--- config.mk ---
export PLATFORM = sky130hd
export DESIGN_NAME = drfmi_core
export DESIGN_NICKNAME = d
export VERILOG_FILES = /design/src/pkg/drfmi_pkg.sv /design/src/hw/drfmi_core.sv
export SDC_FILE = /design/constraint.sdc
export NUM_CORES = 1
export LEC_CHECK = 0
export BUFFER_PORTS_ARGS = -buffer_cell sky130_fd_sc_hd__buf_2
export CAP_MARGIN = 25
export CORE_ASPECT_RATIO = 2
export CORE_MARGIN = 1
export CORE_UTILIZATION = 30
export CTS_CLUSTER_SIZE = 28
export DETAILED_ROUTE_END_ITERATION = 10
export PLACE_DENSITY_LB_ADDON = 0.25
export SYNTH_ARGS = -nofsm -noshare
export SYNTH_HDL_FRONTEND = slang
export SYNTH_SLANG_ARGS = --single-unit
export TNS_END_PERCENT = 50
--- constraint.sdc ---
create_clock -name clk -period 6.2 [get_ports clk]
set_input_delay 0.93 -clock clk [delete_from_list [all_inputs] [get_ports clk]]
set_output_delay 0.93 -clock clk [all_outputs]
set_load 0.005 [all_outputs]
--- src/pkg/drfmi_pkg.sv ---
// Purpose: Shared constants for the receive footer mask and interrupt block
// Assumes: One clock, registers reached over a plain address/strobe port
// Notes:   Channel index 0 is receive, 1 is transmit
package drfmi_pkg;

  // Register byte offsets
  localparam logic [7:0] REG_CTRL       = 8'h00;
  localparam logic [7:0] REG_RX_IRQ     = 8'h04;
  localparam logic [7:0] REG_TX_IRQ     = 8'h08;
  localparam logic [7:0] REG_CHCTL      = 8'h0C;
  localparam logic [7:0] REG_RX_CURDESC = 8'h10;
  localparam logic [7:0] REG_TX_CURDESC = 8'h14;

  // Control register: global bit, then one byte per channel
  localparam int CTL_MASK_MODE   = 0;
  localparam int CTL_CH_BASE     = 8;
  localparam int CTL_CH_STRIDE   = 8;
  localparam int CTL_IRQ_EN      = 0;
  localparam int CTL_DLY_EN      = 1;
  localparam int CTL_COAL_EN     = 2;
  localparam int CTL_ERR_EN      = 3;
  localparam int CTL_DLY_OVF_EN  = 4;
  localparam int CTL_COAL_OVF_EN = 5;
  localparam int CTL_USE_END     = 6;
  localparam logic [31:0] CTRL_RESET = 32'h0000_0000;

  // Channel interrupt register fields
  localparam int IRQ_DLY       = 0;
  localparam int IRQ_COAL      = 1;
  localparam int IRQ_ERR       = 2;
  localparam int IRQ_NMERR     = 3;
  localparam int IRQ_FIELD_WE  = 7;
  localparam int IRQ_PEND_LSB  = 8;
  localparam int IRQ_FIELD_LSB = 16;
  localparam int IRQ_COUNT_LSB = 24;

  // Footer layout and byte-valid masks (active low)
  localparam logic [2:0] FOOT_FIRST_MASKABLE = 3'h4;
  localparam logic [2:0] FOOT_LAST_MASKABLE  = 3'h6;
  localparam logic [2:0] FOOT_LAST           = 3'h7;
  localparam logic [3:0] REM_WRITE           = 4'h0;
  localparam logic [3:0] REM_SKIP            = 4'hF;

  // Timer and counter widths
  localparam int DIV_W   = 10;
  localparam int DLY_W   = 8;
  localparam int COAL_W  = 8;
  localparam int PEND_W  = 4;
  localparam logic [DLY_W-1:0]  DLY_LAST  = 8'hFF;
  localparam logic [PEND_W-1:0] PEND_FULL = 4'hF;
  localparam logic [3:0]        ADDR_EXT  = 4'h0;

endpackage : drfmi_pkg

--- src/hw/drfmi_core.sv ---
// Purpose: Receive footer write masking, per-channel interrupt logic and address extension
// Assumes: Link, event and tie-off inputs are on clk; registers on a plain strobe port
// Notes:   Channel 0 is receive, 1 is transmit; ce low freezes every flip-flop
//
// Decided for this implementation: the register addresses and the strobed register port.
`timescale 1ns/100ps
`default_nettype none

// Operation
// - Mask mode: words 4-6 written only if mask zero
// - Words 0-3 and 7 always written
// - Addresses extended to 36 bits, top zero
// - One interrupt output per channel, four sources
// - Channel enable plus source enables; fatal unmasked
// - Status of every source always readable
// - Write one clears maskable status, not fatal
// - Overflows or busy pointer write set error
// - Bus data error sets fatal, freezes link
// - Delay timer fires after quiet interval following packet
// - Divider ticks every N clocks, 10-bit N
// - Eight-bit delay timer fires after 256 ticks
// - Coalescing fire clears delay timer
// - Delay fire reloads coalescing counter
// - Counter loads tie-off at reset, field writable
// - Counter decrements per end-of-payload or descriptor end
// - Zero increments pending count, reloads counter
// - Interrupt while pending non-zero and enabled
// - Acknowledge write decrements pending count
// - Load strobe write reloads counter from field
module drfmi_core
  import drfmi_pkg::*;
(
  input  wire logic              clk,
  input  wire logic              resetn,
  input  wire logic              ce,
  input  wire logic [7:0]        regAddr,
  input  wire logic [31:0]       regWrData,
  input  wire logic              regWrStb,
  input  wire logic              regRdStb,
  output logic      [31:0]       regRdData,
  input  wire logic              rxSrcRdyN,
  input  wire logic              rxEopN,
  input  wire logic              rxEofN,
  input  wire logic [31:0]       rxData,
  input  wire logic [3:0]        rxRem,
  output logic                   rxDstRdyN,
  input  wire logic              rxIrqOnEnd,
  input  wire logic              txEop,
  input  wire logic              txIrqOnEnd,
  input  wire logic              rxBusy,
  input  wire logic              txBusy,
  input  wire logic              busReadDataError,
  input  wire logic              busWriteDataError,
  input  wire logic [DIV_W-1:0]  rxTimerDivisorTieoff,
  input  wire logic [DIV_W-1:0]  txTimerDivisorTieoff,
  input  wire logic [COAL_W-1:0] rxCoalesceTieoff,
  input  wire logic [COAL_W-1:0] txCoalesceTieoff,
  input  wire logic [31:0]       descAddr,
  output logic      [35:0]       busAddr,
  output logic                   footWrValid,
  output logic      [2:0]        footWrIndex,
  output logic      [31:0]       footWrData,
  output logic                   rxIrq,
  output logic                   txIrq,
  output logic                   linkFreeze
);

  typedef struct packed {
    logic [31:0]             ctrl;
    logic [1:0][31:0]        curDesc;
    logic [1:0][DIV_W-1:0]   divCnt;
    logic [1:0]              tick;
    logic [1:0][DLY_W-1:0]   dlyCnt;
    logic [1:0]              dlyArmed;
    logic [1:0][COAL_W-1:0]  coalCnt;
    logic [1:0][COAL_W-1:0]  coalField;
    logic [1:0][PEND_W-1:0]  pend;
    logic [1:0]              stDly;
    logic [1:0]              stCoal;
    logic [1:0]              stErr;
    logic [1:0]              stNmErr;
    logic [1:0]              irq;
    logic                    cfgLoaded;
    logic                    frozen;
    logic                    inFooter;
    logic [2:0]              footIdx;
    logic                    footWrValid;
    logic [2:0]              footWrIndex;
    logic [31:0]             footWrData;
    logic                    dstRdyN;
    logic [35:0]             busAddr;
    logic [31:0]             rdData;
  } drfmi_state_s;

  drfmi_state_s st;
  drfmi_state_s next_st;

  // Per-channel views of inputs and decoded events
  logic [1:0][DIV_W-1:0]  divisor;
  logic [1:0][COAL_W-1:0] coalTie;
  logic [1:0]             busy;
  logic [1:0]             eopEvt;
  logic [1:0]             endEvt;
  logic [1:0]             coalEvt;
  logic [1:0]             dlyFire;
  logic [1:0]             coalFire;
  logic [1:0]             ackWr;
  logic [1:0]             loadWr;
  logic [1:0]             curWr;
  logic [1:0]             chIrqEn;
  logic                   beat;
  logic                   footBeat;
  logic                   footWrite;
  logic                   busErr;

  assign divisor  = {txTimerDivisorTieoff, rxTimerDivisorTieoff};
  assign coalTie  = {txCoalesceTieoff, rxCoalesceTieoff};
  assign busy     = {txBusy, rxBusy};
  assign endEvt   = {txIrqOnEnd, rxIrqOnEnd};
  assign busErr   = busReadDataError | busWriteDataError;

  // Link beat needs both ready lines low; a frozen link accepts nothing
  assign beat     = !rxSrcRdyN && !st.dstRdyN && !st.frozen;
  assign footBeat = beat && st.inFooter;
  assign eopEvt   = {txEop, beat && !rxEopN};

  // Maskable footer words follow the mask; the rest always go to memory
  always_comb begin
    footWrite = 1'b1;
    if (st.ctrl[CTL_MASK_MODE] && st.footIdx >= FOOT_FIRST_MASKABLE &&
        st.footIdx <= FOOT_LAST_MASKABLE) begin
      footWrite = (rxRem == REM_WRITE);
    end
  end

  // Register write decode, one strobe per channel
  always_comb begin
    ackWr  = '0;
    loadWr = '0;
    curWr  = '0;
    if (regWrStb) begin
      ackWr[0]  = (regAddr == REG_RX_IRQ) && regWrData[IRQ_COAL];
      ackWr[1]  = (regAddr == REG_TX_IRQ) && regWrData[IRQ_COAL];
      loadWr    = (regAddr == REG_CHCTL) ? regWrData[1:0] : 2'b00;
      curWr[0]  = (regAddr == REG_RX_CURDESC);
      curWr[1]  = (regAddr == REG_TX_CURDESC);
    end
  end

  // Channel event decode, shared by the next-state logic and the checks
  always_comb begin
    for (int ch = 0; ch < 2; ch++) begin
      chIrqEn[ch] = st.ctrl[CTL_CH_BASE + ch*CTL_CH_STRIDE + CTL_IRQ_EN];
      coalEvt[ch] = st.ctrl[CTL_CH_BASE + ch*CTL_CH_STRIDE + CTL_USE_END] ?
                    endEvt[ch] : eopEvt[ch];
      // Counter fires on the event that takes it to zero
      coalFire[ch] = st.cfgLoaded && coalEvt[ch] &&
                     (st.coalCnt[ch] <= COAL_W'(1));
      // Quiet interval over: 256 ticks with no new packet
      dlyFire[ch] = st.dlyArmed[ch] && st.tick[ch] && (st.dlyCnt[ch] == DLY_LAST) &&
                    !eopEvt[ch] && !coalFire[ch];
    end
  end

  // Next state of the whole block
  always_comb begin
    logic [PEND_W-1:0] pendNext;
    logic              ovfCoal;
    logic              ovfDly;
    logic [31:0]       irqWord;
    pendNext = '0;
    ovfCoal  = 1'b0;
    ovfDly   = 1'b0;
    irqWord  = '0;
    next_st  = st;

    // Footer framing: eight words after the end-of-payload beat
    next_st.footWrValid = 1'b0;
    if (beat && !st.inFooter && !rxEopN) begin
      next_st.inFooter = 1'b1;
      next_st.footIdx  = '0;
    end else if (footBeat) begin
      next_st.footWrValid = footWrite;
      next_st.footWrIndex = st.footIdx;
      next_st.footWrData  = rxData;
      next_st.footIdx     = st.footIdx + 3'h1;
      if (!rxEofN || st.footIdx == FOOT_LAST) begin
        next_st.inFooter = 1'b0;
      end
    end

    // Upper address bits are fixed at zero
    next_st.busAddr = {ADDR_EXT, descAddr};

    // Bus data error: fatal flag on both channels, link stops for good
    if (busErr) begin
      next_st.frozen  = 1'b1;
      next_st.stNmErr = 2'b11;
    end
    next_st.dstRdyN = next_st.frozen;

    if (regWrStb && regAddr == REG_CTRL) begin
      next_st.ctrl = regWrData;
    end

    for (int ch = 0; ch < 2; ch++) begin
      // Divider tick once every N clocks
      next_st.tick[ch] = 1'b0;
      if (DIV_W'(st.divCnt[ch] + DIV_W'(1)) >= divisor[ch]) begin
        next_st.divCnt[ch] = '0;
        next_st.tick[ch]   = 1'b1;
      end else begin
        next_st.divCnt[ch] = st.divCnt[ch] + DIV_W'(1);
      end

      // Delay timer restarts on every packet and counts ticks while armed
      if (eopEvt[ch]) begin
        next_st.dlyCnt[ch]   = '0;
        next_st.dlyArmed[ch] = 1'b1;
      end else if (st.dlyArmed[ch] && st.tick[ch]) begin
        next_st.dlyCnt[ch] = st.dlyCnt[ch] + DLY_W'(1);
      end
      if (dlyFire[ch]) begin
        next_st.dlyArmed[ch] = 1'b0;
        next_st.stDly[ch]    = 1'b1;
        ovfDly = st.stDly[ch] && !ackWr[ch];
      end
      if (coalFire[ch]) begin
        next_st.dlyCnt[ch]   = '0;
        next_st.dlyArmed[ch] = 1'b0;
      end

      // Coalescing counter: tie-off loads it at reset release, events count it down
      if (!st.cfgLoaded) begin
        next_st.coalField[ch] = coalTie[ch];
        next_st.coalCnt[ch]   = coalTie[ch];
      end else if (coalFire[ch] || dlyFire[ch] || loadWr[ch]) begin
        next_st.coalCnt[ch] = st.coalField[ch];
      end else if (coalEvt[ch]) begin
        next_st.coalCnt[ch] = st.coalCnt[ch] - COAL_W'(1);
      end

      // Pending count: increment on fire, decrement on acknowledge
      pendNext = st.pend[ch];
      if (ackWr[ch] && pendNext != '0) begin
        pendNext = pendNext - PEND_W'(1);
      end
      if (coalFire[ch]) begin
        if (pendNext == PEND_FULL) begin
          ovfCoal = 1'b1;
        end else begin
          pendNext = pendNext + PEND_W'(1);
        end
      end
      next_st.pend[ch] = pendNext;

      // Write-one-to-clear on maskable status; a new event beats the clear
      if ((ch == 0 && regWrStb && regAddr == REG_RX_IRQ) ||
          (ch == 1 && regWrStb && regAddr == REG_TX_IRQ)) begin
        if (regWrData[IRQ_DLY]) next_st.stDly[ch] = dlyFire[ch];
        if (regWrData[IRQ_COAL]) next_st.stCoal[ch] = coalFire[ch];
        if (regWrData[IRQ_ERR]) next_st.stErr[ch] = 1'b0;
        if (regWrData[IRQ_FIELD_WE]) begin
          next_st.coalField[ch] = regWrData[IRQ_FIELD_LSB +: COAL_W];
        end
      end
      if (coalFire[ch]) next_st.stCoal[ch] = 1'b1;

      // Maskable errors: optional overflows and a pointer write while busy
      if ((ovfDly && st.ctrl[CTL_CH_BASE + ch*CTL_CH_STRIDE + CTL_DLY_OVF_EN]) ||
          (ovfCoal && st.ctrl[CTL_CH_BASE + ch*CTL_CH_STRIDE + CTL_COAL_OVF_EN]) ||
          (curWr[ch] && busy[ch])) begin
        next_st.stErr[ch] = 1'b1;
      end
      if (curWr[ch]) begin
        next_st.curDesc[ch] = regWrData;
      end
      ovfCoal = 1'b0;
      ovfDly  = 1'b0;
    end
    next_st.cfgLoaded = 1'b1;

    // Interrupt outputs follow the registered state of the next cycle
    for (int ch = 0; ch < 2; ch++) begin
      next_st.irq[ch] = next_st.stNmErr[ch] ||
        (next_st.ctrl[CTL_CH_BASE + ch*CTL_CH_STRIDE + CTL_IRQ_EN] &&
         ((next_st.pend[ch] != '0 &&
           next_st.ctrl[CTL_CH_BASE + ch*CTL_CH_STRIDE + CTL_COAL_EN]) ||
          (next_st.stDly[ch] && next_st.ctrl[CTL_CH_BASE + ch*CTL_CH_STRIDE + CTL_DLY_EN]) ||
          (next_st.stErr[ch] && next_st.ctrl[CTL_CH_BASE + ch*CTL_CH_STRIDE + CTL_ERR_EN])));
    end

    // Read data for the cycle after the strobe, zero otherwise
    next_st.rdData = '0;
    if (regRdStb) begin
      case (regAddr)
        REG_CTRL:       next_st.rdData = st.ctrl;
        REG_RX_IRQ,
        REG_TX_IRQ: begin
          for (int ch = 0; ch < 2; ch++) begin
            if ((ch == 0) == (regAddr == REG_RX_IRQ)) begin
              irqWord[IRQ_DLY]   = st.stDly[ch];
              irqWord[IRQ_COAL]  = st.stCoal[ch];
              irqWord[IRQ_ERR]   = st.stErr[ch];
              irqWord[IRQ_NMERR] = st.stNmErr[ch];
              irqWord[IRQ_PEND_LSB +: PEND_W]  = st.pend[ch];
              irqWord[IRQ_FIELD_LSB +: COAL_W] = st.coalField[ch];
              irqWord[IRQ_COUNT_LSB +: COAL_W] = st.coalCnt[ch];
            end
          end
          next_st.rdData = irqWord;
        end
        REG_CHCTL:      next_st.rdData = {16'h0000, st.dlyCnt[1], st.dlyCnt[0]};
        REG_RX_CURDESC: next_st.rdData = st.curDesc[0];
        REG_TX_CURDESC: next_st.rdData = st.curDesc[1];
        default:        next_st.rdData = '0;
      endcase
    end

    // Clock enable low holds everything
    if (!ce) begin
      next_st = st;
    end
  end

  // State register; tie-offs are taken by the first enabled edge after release
  always_ff @(posedge clk or negedge resetn) begin
    if (!resetn) begin
      st         <= '0;
      st.ctrl    <= CTRL_RESET;
      st.dstRdyN <= 1'b1;
    end else begin
      st <= next_st;
    end
  end

  // Outputs come straight from the state register
  assign regRdData   = st.rdData;
  assign rxDstRdyN   = st.dstRdyN;
  assign busAddr     = st.busAddr;
  assign footWrValid = st.footWrValid;
  assign footWrIndex = st.footWrIndex;
  assign footWrData  = st.footWrData;
  assign rxIrq       = st.irq[0];
  assign txIrq       = st.irq[1];
  assign linkFreeze  = st.frozen;
endmodule : drfmi_core

`default_nettype wire

==> impl_results.md <==
- DR vias: 11256
- # port buffers: roughly 260
- Stages on the worst setup path: 7
- Root buffer cell: clkbuf_16
- Ys flop type: dfrtp_1
- Clock share of power: a little under 40%
- Complex-gate fraction of the synthesized area: 11.6%
- Fin cells: about 2200
- Sequential share of the synthesized area: a little under half
- CP Buf/Inv Count: 2
- Top fanout value on the critical path: 27
- Max-cap violations: 0
- Synth Area in Simple Gates: 9.15%
- Number of cells on the worst reg-to-reg path: 9
- Worst-path clk slew: 0.07 ns
- Most frequent cell after synthesis: dfrtp_1
- CTS Hold Buffers Added: 0
- Maximum vdd drop: approximately 200 uV
- RSZ-0062 raised after global routing: no
- Cell Rows: between 100 and 150
- Setup_tns: 0 ns
- Largest net degree at the start of global routing: 116
- Critical Path RT: roughly 6.7 ns
- Crit-path slowest cell: and4_1
- Number of flops mapped to enable cells by yosys: 0
- Synth Area in XOR/XNOR: ~2.7%
- CTS tree: yes
- Crit path time final: around 3.7 ns
- PD cells: between 200 and 300 nW/um^2
- Yosys reg bits: approximately 290
- Ys Warns: 0
- Post-layout instance area: between 15000 and 20000 um^2
- CP startpoint kind: input pin
- Setup Viol. Count Final: 0
- Vias in the first global route: around 12000
- CTS resizes: 0
- Sequential power share: roughly 45%
- Cells after Synth: 1369
- CTS Buf Count: 31
- Vias/cell: just over 5
- Leakage: 0.00858 uW
- Largest area contributor in the netlist: dfrtp_1
- Critical path's top delay family: compound AO/OA/AOI/OAI gates
- Cell Chain, Critical Path: buf_2 -> buf_4 -> and4_1 -> a221o_1 -> o21a_1 -> nor2_1 -> a31o_2
- Mean Syn Cell Area: around 11 um^2
- Setup crit end kind: flop
- Slew headroom: roughly 36%
- CP Launch Point: regAddr[2]
- Post CTS Setup Buffer Count: 0
- Net switching power: about 1500 uW
- # DRC: 0
- Per-cell routed wire length: ~21 um
- Power Total: between 5000 and 6000 uW
- Cell area after synthesis: about 15000 um^2
- Largest family of logic cells by synthesized area: multiplexers
- Area of the multi-input gates: 6950 um^2
- Layout cell share with drive strength beyond 1: 36.1%
- Final Wtd Congestion: between 0.8 and 0.9
- Area grow syn2layout: 14.9%
- Post-synth top cells: dfrtp_1, mux2_2, buf_4, nor2_1, a21oi_1
- Worst hold path type: in2async
- Worst EP arrival: ~4.2 ns
- Total GRT Usage: between 15 and 20%
- Die area: 52600 um^2
- DP Cell Count: between 2000 and 2500
- Skew-Pair Late Insertion Delay: about 0.6 ns
- Global-route wire length before repair: a little over 70000 um
- NumNets Final: 1706
- CTS Sinks: a little under 300
- Final hold vios: 0
- Die Wd: roughly 160 um
- Post-place instance area: 16700 um^2
- Ant diodes: 0
- Internal power: roughly 3600 uW
- Final ANT Viol Nets: 0
- Routed WL: ~47000 um
- Storage cell area: between 7000 and 8000 um^2
- Slew @ Worst Pin: between 0.9 and 1 ns
- Die height: 323 um
- Combinational share of power: approximately 16%
- Critical setup path kind: in2reg
- Final Max Slew Viols: 0
- GR Overflow Total: 0
- Initial antenna violation count: 10
- # IOs: approximately 270
- Detail Placement HPWL: between 30000 and 40000 um
- Starting Density: about 30%
- CP peak stage delay: just over 0.6 ns
- Reg2reg start: st[153]
- Switching part of the total: about 29%
- H-tree depth: 1
- Mux contribution to synthesized area: a little under a fifth
- Synth Area in Adders: under 10%
- Max frequency: 269 MHz
- Core ar.: about 50000 um^2
- Initial detailed-routing violation count: between 500 and 600
- Area share of the largest cell type after synthesis: a little under half
- Unique masters post-synth: 75
- Fillers: between 5000 and 6000
- Synth area leaders: dfrtp_1, mux2_2, buf_4
- Outcome: finished, final reports clean
- TritonRoute pass-1 iters: 5
- CTS max path bufs: 3
- Async S/R FF share, synth: 100%
- Clock skew: roughly 0.041 ns
- Period utilization: approximately three fifths
layout by cell type (no fill, tap or decap), drive strengths merged, types with 11 or more instances in the layout:
master	n
o21ai	43
inv	35
and3	21
nor2	88
mux2i	62
nand2b	13
mux2	183
xnor2	24
nand4	11
a21oi	70
nand3	32
buf	283
dfrtp	292
clkbuf	39
xor2	23
ha	34
a22oi	18
o22ai	17
nand2	49
o2bb2ai	49
registers in the layout, indices dropped and copies added, names as in the netlist:
name,cells
st,187
busAddr,32
footWrData,32
regRdData,32
footWrIndex,3
chIrqEn,2
footWrValid,1
linkFreeze,1
rxDstRdyN,1
rxIrq,1
txIrq,1
worst register-to-register path, stage by stage (launching register included):
cell and delay, ns:
dfrtp_1 0.45, inv_1 0.13, ha_1 0.29, nor2_1 0.09
nor4b_1 0.62, and2_2 0.34, a221o_1 0.47, o21a_1 0.59
nor2_1 0.09, a31o_2 0.23
power by group through the flow:
stage / logic, uW / clock network [uW] / registers, uW
floorplan: 607 / 0 / 2220
global placement: 815 / 0 / 2290
detailed placement: 838 / 0 / 2300
CTS: 840 / 2050 / 2260
global route: 942 / 2120 / 2290
finish: 829 / 1990 / 2270
final cells by class:
| cell class | count | share of cell area (%) |
|---|---|---|
| clock buffer | 39 | 4.81 |
| clock inverter | 19 | 1.22 |
| inverter | 33 | 0.696 |
| multi-input combinational | 871 | 39.1 |
| sequential | 293 | 41.2 |
| tap | 654 | 4.60 |
| timing repair buffer | 283 | 8.40 |
layer usage:
layer  global-route usage (%)  routed length (um)  part of all wire, %
met2                     33.1               24500                   52
met5                        0                 120                 0.26
met3                     3.39                2540                  5.4
met4                     8.95                2300                  4.9
met1                     19.4               17600                   37
worst paths after layout:
path,slack [ns],end
min reg2reg,0.48,st[108]
max reg2reg,2.81,st[154]
max in group asynchronous,4.55,footWrData[1]
min,0.37,st[110]
min in group clk,0.48,st[108]
max,2.49,st[154]
cell families after synthesis:
| kind of cell | count (synthesis) |
|---|---|
| compound gates | 262 |
| buf+inv | 208 |
| fa+ha+maj | 34 |
| other cells | 1 |
| xor+xnor | 47 |
| simple gates | 271 |
| flops | 293 |
| mux | 253 |
per-stage QoR:
step | setup slack, ns | util, % | hold slack (ns)
floorplan | 2.89 | - | 0.441
global placement | 1.90 | 32.8 | 0.461
detailed placement | 1.84 | 32.8 | 0.471
CTS | 2.49 | 34.9 | 0.398
global route | 2.29 | 34.9 | 0.438
finish | 2.49 | 34.9 | 0.369
Power figures use the tool's default switching activity.
